--- config.mk ---
export PLATFORM = sky130hd
export DESIGN_NAME = sdc_sinc3_conv
export DESIGN_NICKNAME = d
export VERILOG_FILES = /design/src/sdc_pkg.sv /design/src/sdc_sinc3_conv.sv
export SDC_FILE = /design/constraint.sdc
export NUM_CORES = 2
export LEC_CHECK = 0
export ABC_AREA = 0
export BUFFER_PORTS_ARGS = -buffer_cell sky130_fd_sc_hd__buf_4
export CAP_MARGIN = 20
export CORE_ASPECT_RATIO = 1.75
export CORE_MARGIN = 4
export CORE_UTILIZATION = 50
export DETAILED_ROUTE_END_ITERATION = 8
export GPL_ROUTABILITY_DRIVEN = 0
export GPL_TIMING_DRIVEN = 0
export PLACE_DENSITY = 0.63
export SLEW_MARGIN = 30
export SYNTH_ARGS = -nofsm -noshare
export SYNTH_HDL_FRONTEND = slang
export SYNTH_SLANG_ARGS = --single-unit
--- constraint.sdc ---
create_clock -name clk_in -period 22.4 [get_ports clk_in]
set_input_delay 4.48 -clock clk_in [delete_from_list [all_inputs] [get_ports clk_in]]
set_output_delay 4.48 -clock clk_in [all_outputs]
set_load 0.02 [all_outputs]
--- src/sdc_pkg.sv ---
`default_nettype none
package sdc_pkg;
   // ==========================================================
   // Widths
   // ==========================================================
   localparam int unsigned PER_W = 17;
   localparam int unsigned OVH_W = 11;
   localparam int unsigned ACC_W = 52;
   localparam int unsigned DATA_W = 32;
   localparam int unsigned ADDR_W = 5;
   localparam int unsigned GAIN_W = 17;
   localparam int unsigned GAIN_FRAC = 15;
   localparam int unsigned OUT_BITS = 24;
   localparam int unsigned SINC_ORDER = 3;
   localparam logic [1:0] SUPPRESS_CNT = 2'h2;

   // ==========================================================
   // Register byte addresses
   // ==========================================================
   localparam logic [ADDR_W-1:0] ADDR_STATUS = 5'h00;
   localparam logic [ADDR_W-1:0] ADDR_RATE = 5'h04;
   localparam logic [ADDR_W-1:0] ADDR_DELAY = 5'h08;
   localparam logic [ADDR_W-1:0] ADDR_CMD = 5'h0C;
   localparam logic [ADDR_W-1:0] ADDR_DATA = 5'h10;
   localparam logic [ADDR_W-1:0] ADDR_OFFSET = 5'h14;
   localparam logic [ADDR_W-1:0] ADDR_GAIN = 5'h18;

   // ==========================================================
   // Field positions and reset values
   // ==========================================================
   localparam int unsigned RATE_LSB = 0;
   localparam int unsigned FILT_BIT = 4;
   localparam int unsigned SINGLE_BIT = 5;
   localparam int unsigned DELAY_LSB = 0;
   localparam int unsigned CMD_START_BIT = 0;
   localparam int unsigned STAT_READY_BIT = 0;
   localparam int unsigned STAT_BUSY_BIT = 1;
   localparam logic [3:0] RATE_RST = 4'h4;
   localparam logic [2:0] DELAY_RST = 3'h0;
   localparam logic [GAIN_W-1:0] GAIN_RST = 17'h08000;
   localparam logic [DATA_W-1:0] OFFSET_RST = 32'h00000000;

   // Configuration captured at each start
   typedef struct packed {
      logic filt_ll;
      logic single;
      logic [3:0] rate;
      logic [2:0] dly;
   } sdc_cfg_t;

   typedef enum logic [2:0] {
      SEQ_IDLE,
      SEQ_DELAY,
      SEQ_SAMPLE,
      SEQ_OVERHEAD,
      SEQ_STEADY
   } sdc_seq_t;

   // Decimation ratio: modulator periods per data period, 2.5 SPS upward
   function automatic logic [PER_W-1:0] period_of(input logic [3:0] r);
      case (r)
         4'h0: return 17'h19000;
         4'h1: return 17'h0C800;
         4'h2: return 17'h06400;
         4'h3: return 17'h03C00;
         4'h4: return 17'h03200;
         4'h5: return 17'h01400;
         4'h6: return 17'h010A8;
         4'h7: return 17'h00A00;
         4'h8: return 17'h00500;
         4'h9: return 17'h00280;
         4'hA: return 17'h00140;
         4'hB: return 17'h00100;
         4'hC: return 17'h00080;
         default: return 17'h00040;
      endcase
   endfunction

   // Overhead after the third sinc3 period (65 up to 800 SPS, else 40)
   function automatic logic [OVH_W-1:0] sinc3_ovh_of(input logic [3:0] r);
      return (r <= 4'hA) ? 11'h041 : 11'h028;
   endfunction

   // Overhead after the single low-latency period
   function automatic logic [OVH_W-1:0] ll_ovh_of(input logic [3:0] r);
      case (r)
         4'h0, 4'h1, 4'h2, 4'h4: return 11'h681;
         4'h3, 4'h6: return 11'h041;
         default: return 11'h028;
      endcase
   endfunction

   // Programmable start delay in modulator periods
   function automatic logic [PER_W-1:0] delay_of(input logic [2:0] c);
      case (c)
         3'h0: return 17'h0000E;
         3'h1: return 17'h00019;
         3'h2: return 17'h00040;
         3'h3: return 17'h00100;
         3'h4: return 17'h00400;
         3'h5: return 17'h00800;
         3'h6: return 17'h01000;
         default: return 17'h00001;
      endcase
   endfunction
endpackage
`default_nettype wire

--- src/sdc_sinc3_conv.sv ---
// Contract
// - Filter select bit at zero routes conversions through the sinc3 filter.
// - Low-latency selection gives settled data in one period, nothing suppressed.
// - Sinc3 output settles only after three complete conversion periods.
// - Magnitude response is the cubed sinc of the decimation ratio.
// - Response scales with data rate, zeros at every multiple of it.
// - At 2.5, 5, 10 SPS both 50 Hz and 60 Hz are rejected.
// - 16.6 and 50 SPS reject 50 Hz; 20 and 60 SPS reject 60 Hz.
// - Bandwidth near 0.26 of data rate, 2.6 Hz at 10 SPS.
// - Notches, bandwidth and rate scale with the converter clock.
// - First two sinc3 outputs after a start are discarded; low-latency mode discards none.
// - First settled result takes 307265 down to 232 modulator periods.
// - Continuous results after the first follow exactly one data period apart.
// - Programmable delay precedes sampling; default code gives 14 modulator periods.
// - First conversion is delay, then sampling, then overhead, then result.
// - Overhead applies offset and gain compensation to the filter result.
// - Suppressed outputs skip the overhead and are never readable.
// - Start pin rising edge or start command begins conversion timing.
// - Sequencing identical for both filters except sinc3 settling at third result; code also takes overhead length from a per-filter table.
//
// Added by the designer: the Avalon-MM slave port and the address map.
`timescale 1ns/1ps
`default_nettype none
module sdc_sinc3_conv (
   input wire logic clk_in,
   input wire logic resetn_in,
   input wire logic mod_clk_in,
   input wire logic mod_bit_in,
   input wire logic start_pin_in,
   input wire logic cmd_start_in,
   input wire logic [sdc_pkg::ADDR_W-1:0] avs_address_in,
   input wire logic avs_read_in,
   input wire logic avs_write_in,
   input wire logic [sdc_pkg::DATA_W-1:0] avs_writedata_in,
   input wire logic [3:0] avs_byteenable_in,
   output logic [sdc_pkg::DATA_W-1:0] avs_readdata_out,
   output logic avs_waitrequest_out,
   output logic data_ready_out,
   output logic busy_out
);
   import sdc_pkg::*;

   // ==========================================================
   // Helpers
   // ==========================================================
   // Byte-lane merge for partial writes
   function automatic logic [DATA_W-1:0] be_merge(input logic [DATA_W-1:0] old,
                                                  input logic [DATA_W-1:0] wd,
                                                  input logic [3:0] be);
      logic [DATA_W-1:0] r;
      r = old;
      for (int b = 0; b < 4; b++)
         if (be[b])
            r[b*8 +: 8] = wd[b*8 +: 8];
      return r;
   endfunction
   // Right shift that brings a sinc3 result to about 24 bits
   function automatic logic [5:0] norm_shift(input logic [PER_W-1:0] per);
      int lg;
      int sh;
      lg = 0;
      for (int i = 0; i < PER_W; i++)
         if (((per - 17'h00001) >> i) != '0)
            lg = i + 1;
      sh = int'(SINC_ORDER) * lg - int'(OUT_BITS);
      return (sh < 0) ? 6'h00 : 6'(sh);
   endfunction
   // Offset removal then Q2.15 gain
   function automatic logic [DATA_W-1:0] compensate(input logic [DATA_W-1:0] x,
                                                    input logic [DATA_W-1:0] off,
                                                    input logic [GAIN_W-1:0] g);
      logic signed [DATA_W:0] dif;
      logic signed [50:0] prod;
      dif = signed'({x[DATA_W-1], x}) - signed'({off[DATA_W-1], off});
      prod = 51'(dif) * 51'(signed'({1'b0, g}));
      return prod[GAIN_FRAC +: DATA_W];
   endfunction
   // ==========================================================
   // Pin synchronisers: modulator clock, modulator bit, start pin
   // ==========================================================
   logic [2:0] sync1_q, sync1_d, sync2_q, sync2_d, hist_q, hist_d;
   logic tick, start_pin_rise;
   // Stage one feeds only stage two; the third flop is for edge detect
   always_comb
   begin
      sync1_d = {start_pin_in, mod_bit_in, mod_clk_in};
      sync2_d = sync1_q;
      hist_d = sync2_q;
   end
   always_ff @(posedge clk_in or negedge resetn_in)
   begin
      if (!resetn_in)
      begin
         sync1_q <= 3'h0;
         sync2_q <= 3'h0;
         hist_q <= 3'h0;
      end
      else
      begin
         sync1_q <= sync1_d;
         sync2_q <= sync2_d;
         hist_q <= hist_d;
      end
   end
   // Every count below is in modulator periods, so all timing scales with it
   assign tick = sync2_q[0] & ~hist_q[0];
   assign start_pin_rise = sync2_q[2] & ~hist_q[2];
   // ==========================================================
   // Register bus slave
   // ==========================================================
   logic ack_q, ack_d;
   logic [DATA_W-1:0] rdata_q, rdata_d;
   logic [DATA_W-1:0] rate_q, rate_d, dly_q, dly_d, off_q, off_d;
   logic [GAIN_W-1:0] gain_q, gain_d;
   logic [DATA_W-1:0] gain_word;
   logic rd_acc, wr_acc, cmd_start;
   logic ready_q, ready_d, publish;
   logic [DATA_W-1:0] result_q, result_d;
   sdc_seq_t st_q, st_d;
   assign avs_waitrequest_out = (avs_read_in | avs_write_in) & ~ack_q;
   assign rd_acc = avs_read_in & ack_q;
   assign wr_acc = avs_write_in & ack_q;
   assign cmd_start = wr_acc && avs_address_in == ADDR_CMD
                      && avs_byteenable_in[0] && avs_writedata_in[CMD_START_BIT];
   assign gain_word = DATA_W'(gain_q);
   // One wait cycle per access; read data is captured during it
   always_comb
   begin
      ack_d = (avs_read_in | avs_write_in) & ~ack_q;
      rdata_d = rdata_q;
      rate_d = rate_q;
      dly_d = dly_q;
      off_d = off_q;
      gain_d = gain_q;
      if (avs_read_in && !ack_q)
      begin
         if (avs_address_in == ADDR_STATUS)
         begin
            rdata_d = '0;
            rdata_d[STAT_READY_BIT] = ready_q;
            rdata_d[STAT_BUSY_BIT] = (st_q != SEQ_IDLE);
         end
         else if (avs_address_in == ADDR_RATE) rdata_d = rate_q;
         else if (avs_address_in == ADDR_DELAY) rdata_d = dly_q;
         else if (avs_address_in == ADDR_DATA) rdata_d = result_q;
         else if (avs_address_in == ADDR_OFFSET) rdata_d = off_q;
         else if (avs_address_in == ADDR_GAIN) rdata_d = gain_word;
         else rdata_d = '0; // Unmapped and command reads return zero
      end
      if (wr_acc)
      begin
         if (avs_address_in == ADDR_RATE)
            rate_d = be_merge(rate_q, avs_writedata_in, avs_byteenable_in) & 32'h0000003F;
         else if (avs_address_in == ADDR_DELAY)
            dly_d = be_merge(dly_q, avs_writedata_in, avs_byteenable_in) & 32'h00000007;
         else if (avs_address_in == ADDR_OFFSET)
            off_d = be_merge(off_q, avs_writedata_in, avs_byteenable_in);
         else if (avs_address_in == ADDR_GAIN)
            gain_d = GAIN_W'(be_merge(gain_word, avs_writedata_in, avs_byteenable_in));
      end
      // New result wins over a concurrent read of the data register
      ready_d = ready_q;
      if (rd_acc && avs_address_in == ADDR_DATA) ready_d = 1'b0;
      if (publish) ready_d = 1'b1;
   end
   always_ff @(posedge clk_in or negedge resetn_in)
   begin
      if (!resetn_in)
      begin
         ack_q <= 1'b0;
         rdata_q <= '0;
         rate_q <= DATA_W'(RATE_RST);
         dly_q <= DATA_W'(DELAY_RST);
         off_q <= OFFSET_RST;
         gain_q <= GAIN_RST;
         ready_q <= 1'b0;
      end
      else
      begin
         ack_q <= ack_d;
         rdata_q <= rdata_d;
         rate_q <= rate_d;
         dly_q <= dly_d;
         off_q <= off_d;
         gain_q <= gain_d;
         ready_q <= ready_d;
      end
   end
   assign avs_readdata_out = rdata_q;
   assign data_ready_out = ready_q;
   assign busy_out = (st_q != SEQ_IDLE);
   // ==========================================================
   // Filter datapath and conversion sequencer
   // ==========================================================
   logic signed [ACC_W-1:0] i1_q, i2_q, i3_q, d1_q, d2_q, d3_q, e1_q;
   logic signed [ACC_W-1:0] i1_d, i2_d, i3_d, d1_d, d2_d, d3_d, e1_d;
   logic signed [ACC_W-1:0] x, c1, c2, c3, ll;
   logic [DATA_W-1:0] raw_q, raw_d, filt_out;
   logic [PER_W-1:0] cnt_q, cnt_d, per;
   logic [1:0] disc_q, disc_d;
   sdc_cfg_t run_q, run_d, cfg_now;
   logic start_ev, dec, sampling;
   // Either trigger starts timing; a start during a conversion restarts it
   assign start_ev = start_pin_rise | cmd_start_in | cmd_start;
   assign cfg_now = '{filt_ll: rate_q[FILT_BIT], single: rate_q[SINGLE_BIT],
                      rate: rate_q[RATE_LSB +: 4], dly: dly_q[DELAY_LSB +: 3]};
   // Decimation ratio per rate places notches at multiples of it
   assign per = period_of(run_q.rate);
   assign sampling = (st_q != SEQ_IDLE) && (st_q != SEQ_DELAY);
   assign dec = tick && (st_q == SEQ_SAMPLE || st_q == SEQ_STEADY)
                && cnt_q == per - 17'h00001;
   // Three integrators and three combs give the cubed sinc response
   always_comb
   begin
      x = sync2_q[1] ? ACC_W'(1) : -ACC_W'(1);
      c1 = i3_q - d1_q;
      c2 = c1 - d2_q;
      c3 = c2 - d3_q;
      ll = i1_q + x - e1_q; // One-period boxcar, current sample included
      // Filter select at zero takes the sinc3 path
      filt_out = run_q.filt_ll ? ll[DATA_W-1:0]
                               : DATA_W'(c3 >>> norm_shift(per));
      i1_d = i1_q;
      i2_d = i2_q;
      i3_d = i3_q;
      d1_d = d1_q;
      d2_d = d2_q;
      d3_d = d3_q;
      e1_d = e1_q;
      if (start_ev)
      begin
         i1_d = '0;
         i2_d = '0;
         i3_d = '0;
         d1_d = '0;
         d2_d = '0;
         d3_d = '0;
         e1_d = '0;
      end
      else if (tick && sampling)
      begin
         i1_d = i1_q + x;
         i2_d = i2_q + i1_q;
         i3_d = i3_q + i2_q;
         if (dec)
         begin
            d1_d = i3_q;
            d2_d = c1;
            d3_d = c2;
            e1_d = i1_d;
         end
      end
   end
   // Sequencer: delay, sampling periods, overhead, then steady periods, or idle in single-shot
   always_comb
   begin
      st_d = st_q;
      cnt_d = cnt_q;
      disc_d = disc_q;
      run_d = run_q;
      raw_d = raw_q;
      result_d = result_q;
      publish = 1'b0;
      if (start_ev)
      begin
         st_d = SEQ_DELAY;
         cnt_d = '0;
         disc_d = '0;
         run_d = cfg_now;
      end
      else if (tick)
      begin
         case (st_q)
            SEQ_DELAY:
            begin
               // Start delay before any modulator sample is used
               if (cnt_q == delay_of(run_q.dly) - 17'h00001)
               begin
                  st_d = SEQ_SAMPLE;
                  cnt_d = '0;
               end
               else
                  cnt_d = cnt_q + 17'h00001;
            end
            SEQ_SAMPLE:
            begin
               if (dec)
               begin
                  cnt_d = '0;
                  // Unsettled sinc3 outputs are dropped with no overhead
                  if (!run_q.filt_ll && disc_q != SUPPRESS_CNT)
                     disc_d = disc_q + 2'h1;
                  else
                  begin
                     raw_d = filt_out;
                     st_d = SEQ_OVERHEAD;
                  end
               end
               else
                  cnt_d = cnt_q + 17'h00001;
            end
            SEQ_OVERHEAD:
            begin
               // Overhead length completes the first-result count
               if (cnt_q == PER_W'(run_q.filt_ll ? ll_ovh_of(run_q.rate)
                                                 : sinc3_ovh_of(run_q.rate)) - 17'h00001)
               begin
                  result_d = compensate(raw_q, off_q, gain_q);
                  publish = 1'b1;
                  cnt_d = '0;
                  st_d = run_q.single ? SEQ_IDLE : SEQ_STEADY;
               end
               else
                  cnt_d = cnt_q + 17'h00001;
            end
            SEQ_STEADY:
            begin
               // One result per data period, no delay added
               if (dec)
               begin
                  result_d = compensate(filt_out, off_q, gain_q);
                  publish = 1'b1;
                  cnt_d = '0;
               end
               else
                  cnt_d = cnt_q + 17'h00001;
            end
            default: cnt_d = '0; // Idle until the next start
         endcase
      end
   end
   always_ff @(posedge clk_in or negedge resetn_in)
   begin
      if (!resetn_in)
      begin
         i1_q <= '0;
         i2_q <= '0;
         i3_q <= '0;
         d1_q <= '0;
         d2_q <= '0;
         d3_q <= '0;
         e1_q <= '0;
         st_q <= SEQ_IDLE;
         cnt_q <= '0;
         disc_q <= '0;
         run_q <= '0;
         raw_q <= '0;
         result_q <= '0;
      end
      else
      begin
         i1_q <= i1_d;
         i2_q <= i2_d;
         i3_q <= i3_d;
         d1_q <= d1_d;
         d2_q <= d2_d;
         d3_q <= d3_d;
         e1_q <= e1_d;
         st_q <= st_d;
         cnt_q <= cnt_d;
         disc_q <= disc_d;
         run_q <= run_d;
         raw_q <= raw_d;
         result_q <= result_d;
      end
   end
endmodule // sdc_sinc3_conv
`default_nettype wire

==> impl_metrics.ini <==
[finish]
drive_gt1_share_pct = 4.970
finalNetCount = 11210
seq_area_sq_um = 13490
multiInputGateArea_sq_um = 60120
fill_cells = 15010
syn2layout_area_growth_pct = 7.632

[timing]
skew_ns = 0.03042
final_max_slew_viol_count = 0
finalCritPeriodShare_pct = 94.95
slew_headroom_pct = 24.09
finalSetupViolations = 0
tightestPinTransition_ns = 1.139
rsz0062_at_grt = no
fin_crit_ns = 21.27
finalHoldViolCount = 0
max_freq_mhz = 47.02
tns_ns = 0

[synthesis]
synth_area_leader_cell = fa_1
synth_top_family_by_area = adder cells
netlist_top_cells_area = fa_1 (25%), dfrtp_1 (17%), ha_1 (9.8%)
synthMuxAreaShare_pct = 1.709
syn_avg_cell_area_sq_um = 8.593
synth_ff_type = dfrtp_1
synth_adder_area_share_pct = 35.13
synthCells = 9354
synth_compound_area_share_pct = 16.99
synth_warnings = 0
synth-seq-cells = 539
synth-xor-area-share_pct = 5.090
yosys.area_share.simple_pct = 15.41
synth_top_area_share_pct = 25.33
async_reset_ff_share_pct = 100.0
synth_enable_flop_cells = 0
ys_seq_area_share_pct = 16.78
ys_types = 98
syn_area_sq_um = 80380
syn-num-nets = 11050

[setup_path]
worst_path_most_repeated_cell = a21oi_1
cp.arrival_ns = 21.86
path_class = reg -> reg
slowest_delay_ns = 0.74
end_kind = register
required_ns = 22.99
cp_max_fo = 10
critPathSlowestCell = mux2i_1
r2r_cells = 78
start_kind = register

[die]
die_h_um = 538.4
pin_count = 84
die_area_sq_um = 167500
start_util_pct = 50.33
core-area_sq_um = 159700
rows = 194
fp.dieW_um = 311.1

[routing]
drt-initial-drc-count = 4798
postRouteAntennaNets = 0
drtPass1Iterations = 9
route.final.wire_length_mm = 293.1
dr.max_layer_used = met5
num_vias = 69130
avgViaCountPerCell = 5.942
wl_per_cell_um = 25.19
dr_wl_met2_mm = 148.2
wl_met1_mm = 87.85
drc = 0
dr_wl_met3_mm = 17.79

[power_and_ir_drop]
power_frac_comb_pct = 72.7
report.power.total_w = 0.007802
clkPwrFrac_pct = 14.4
p_sw_w = 0.004418
vdd_ir_drop_max_mv = 0.09697
p_int_w = 0.003384
seq_power_share_pct = 12.9
p_sw_share_pct = 56.63
powerDensity_nw_per_um2 = 90.18
leakage_nw = 42.36

[global_route]
grt_usage_pct = 34.62
grt_max_degree = 89
overflow = 0
grt_pass1_vias = 72580
antenna_found_initial = 20
grt_pass1_wl_mm = 435.5

[worst_hold_path]
hold_path.class = reg -> reg
hold_depth = 0

[clocking]
htreeDepth = 2
cts_sinks = 539
ctsHoldBuffers = 0
cts_buffer_depth = 3
root_buffer = clkbuf_16
clkTransAtPathRegs_ns = 0.07
postCtsSetupRepairBufs = 0
post_cts_resized = 0
cts_tree = done
clkLatencyLatePin_ns = 0.72
cts_buffers = 58

[status]
status = complete, no violations

[placement]
io_buffers = 83
dp_hpwl_mm = 243.2

[run]
maxCapViolCount = 0
[path summary, 6_finish.rpt]
check | end | slack [ns] | startpoint
max | result_q[31] | 1.13 | i3_q[0]
max in group asynchronous | raw_q[3] | 16.82 | resetn_in
min reg2reg | hist_d[1] | 0.35 | sync1_q[1]
min in group asynchronous | i1_q[35] | 3.65 | resetn_in
min | hist_d[1] | 0.35 | sync1_q[1]
max reg2reg | result_q[31] | 1.13 | i3_q[0]
[layer usage]
metal | track usage, % | vias up
met1 | 31.02 | 34110
met4 | 37.20 | 4
met3 | 6.573 | 1288
met5 | 0 | -
li1 | - | 30930
met2 | 62.16 | 2800
[cells by family (layout without fill, tap and decap cells)]
family	Yosys count	count (layout)
AOI/OAI and AO/OA	2071	2071
xor gates and xnor gates	464	464
adders and majority gates	1647	1647
buffers and inverters	1888	2091
DFF	539	539
muxes	129	129
other	0	19
and+or+nand+nor	2616	2616
[registers in the layout (all words and copies together), names as in the netlist, 32 cells and up]
signal and count:
d1_q 52, d2_q 52, d3_q 52, i1_q 52
i2_q 52, i3_q 52, avs_readdata_out 32, e1_q 32
off_q 32, raw_q 32, result_q 32
[final cells by class]
class                   count  share of cell area (%)
flip-flops and latches    539                   15.59
clock inverters            31                  0.5857
clock buffers              74                   1.922
well taps                2058                   2.976
repair buffers             98                   1.054
multi-input cells        6927                   69.49
plain buffers             422                   1.961
inverters                1466                   6.363
diodes                     19                 0.05496
[synthesized netlist by cell type (all sizes together) (130+ instances only)]
master     n
ha       628
nor2b    130
and2     460
a21oi    496
xnor2    309
a21o     217
fa      1017
nor2     391
clkbuf   372
inv     1465
o21ai    516
dfrtp    537
nand2   1156
a22o     240
xor2     153
[metrics by stage]
step / util [%] / worst slack [ns] / hold slack, ns / cell area (sq um) / instances
2_1_floorplan: - / 6.542 / 0.3312 / 80380 / 9354
3_5_place_dp: 52.73 / 1.982 / 0.3378 / 84210 / 11510
3_3_place_gp: 52.33 / 1.581 / 0.3345 / 83580 / 11500
4_1_cts: 54.09 / 1.860 / 0.3535 / 86380 / 11620
5_1_grt: 54.14 / 0.2159 / 0.3623 / 86480 / 11620
6_report: 54.17 / 1.132 / 0.3537 / 86520 / 11630
[power by group through the flow]
stage / Combinational, W / Clock (W) / Sequential, W
finish: 0.00567 / 0.00112 / 0.00101
global route: 0.00602 / 0.00117 / 0.00101
CTS: 0.00538 / 0.00114 / 0.00101
detailed placement: 0.00534 / 0 / 0.00103
global placement: 0.00521 / 0 / 0.00103
floorplan: 0.00318 / 0 / 0.00102
[placed cells by master (no fill, tap or decap), drive strengths merged, types with 309 or more instances in the layout]
cell type	synthesis	routed
fa	1017	1017
a21oi	496	496
and2	460	460
nand2	1156	1156
nor2	391	391
inv	1465	1467
o21ai	516	516
xnor2	309	309
ha	628	628
clkbuf	372	446
dfrtp	537	537
[worst max-delay path: cells and delay by family (launching register included)]
family | cells | cell delay [ns]
mux | 3 | 1.29
fa+ha+maj | 12 | 5.41
compound gates | 38 | 9.04
buf+inv | 7 | 1.01
flops | 1 | 0.38
xor+xnor | 7 | 2.46
simple gates | 11 | 1.56
No activity file was read; power rests on OpenSTA's default activity.
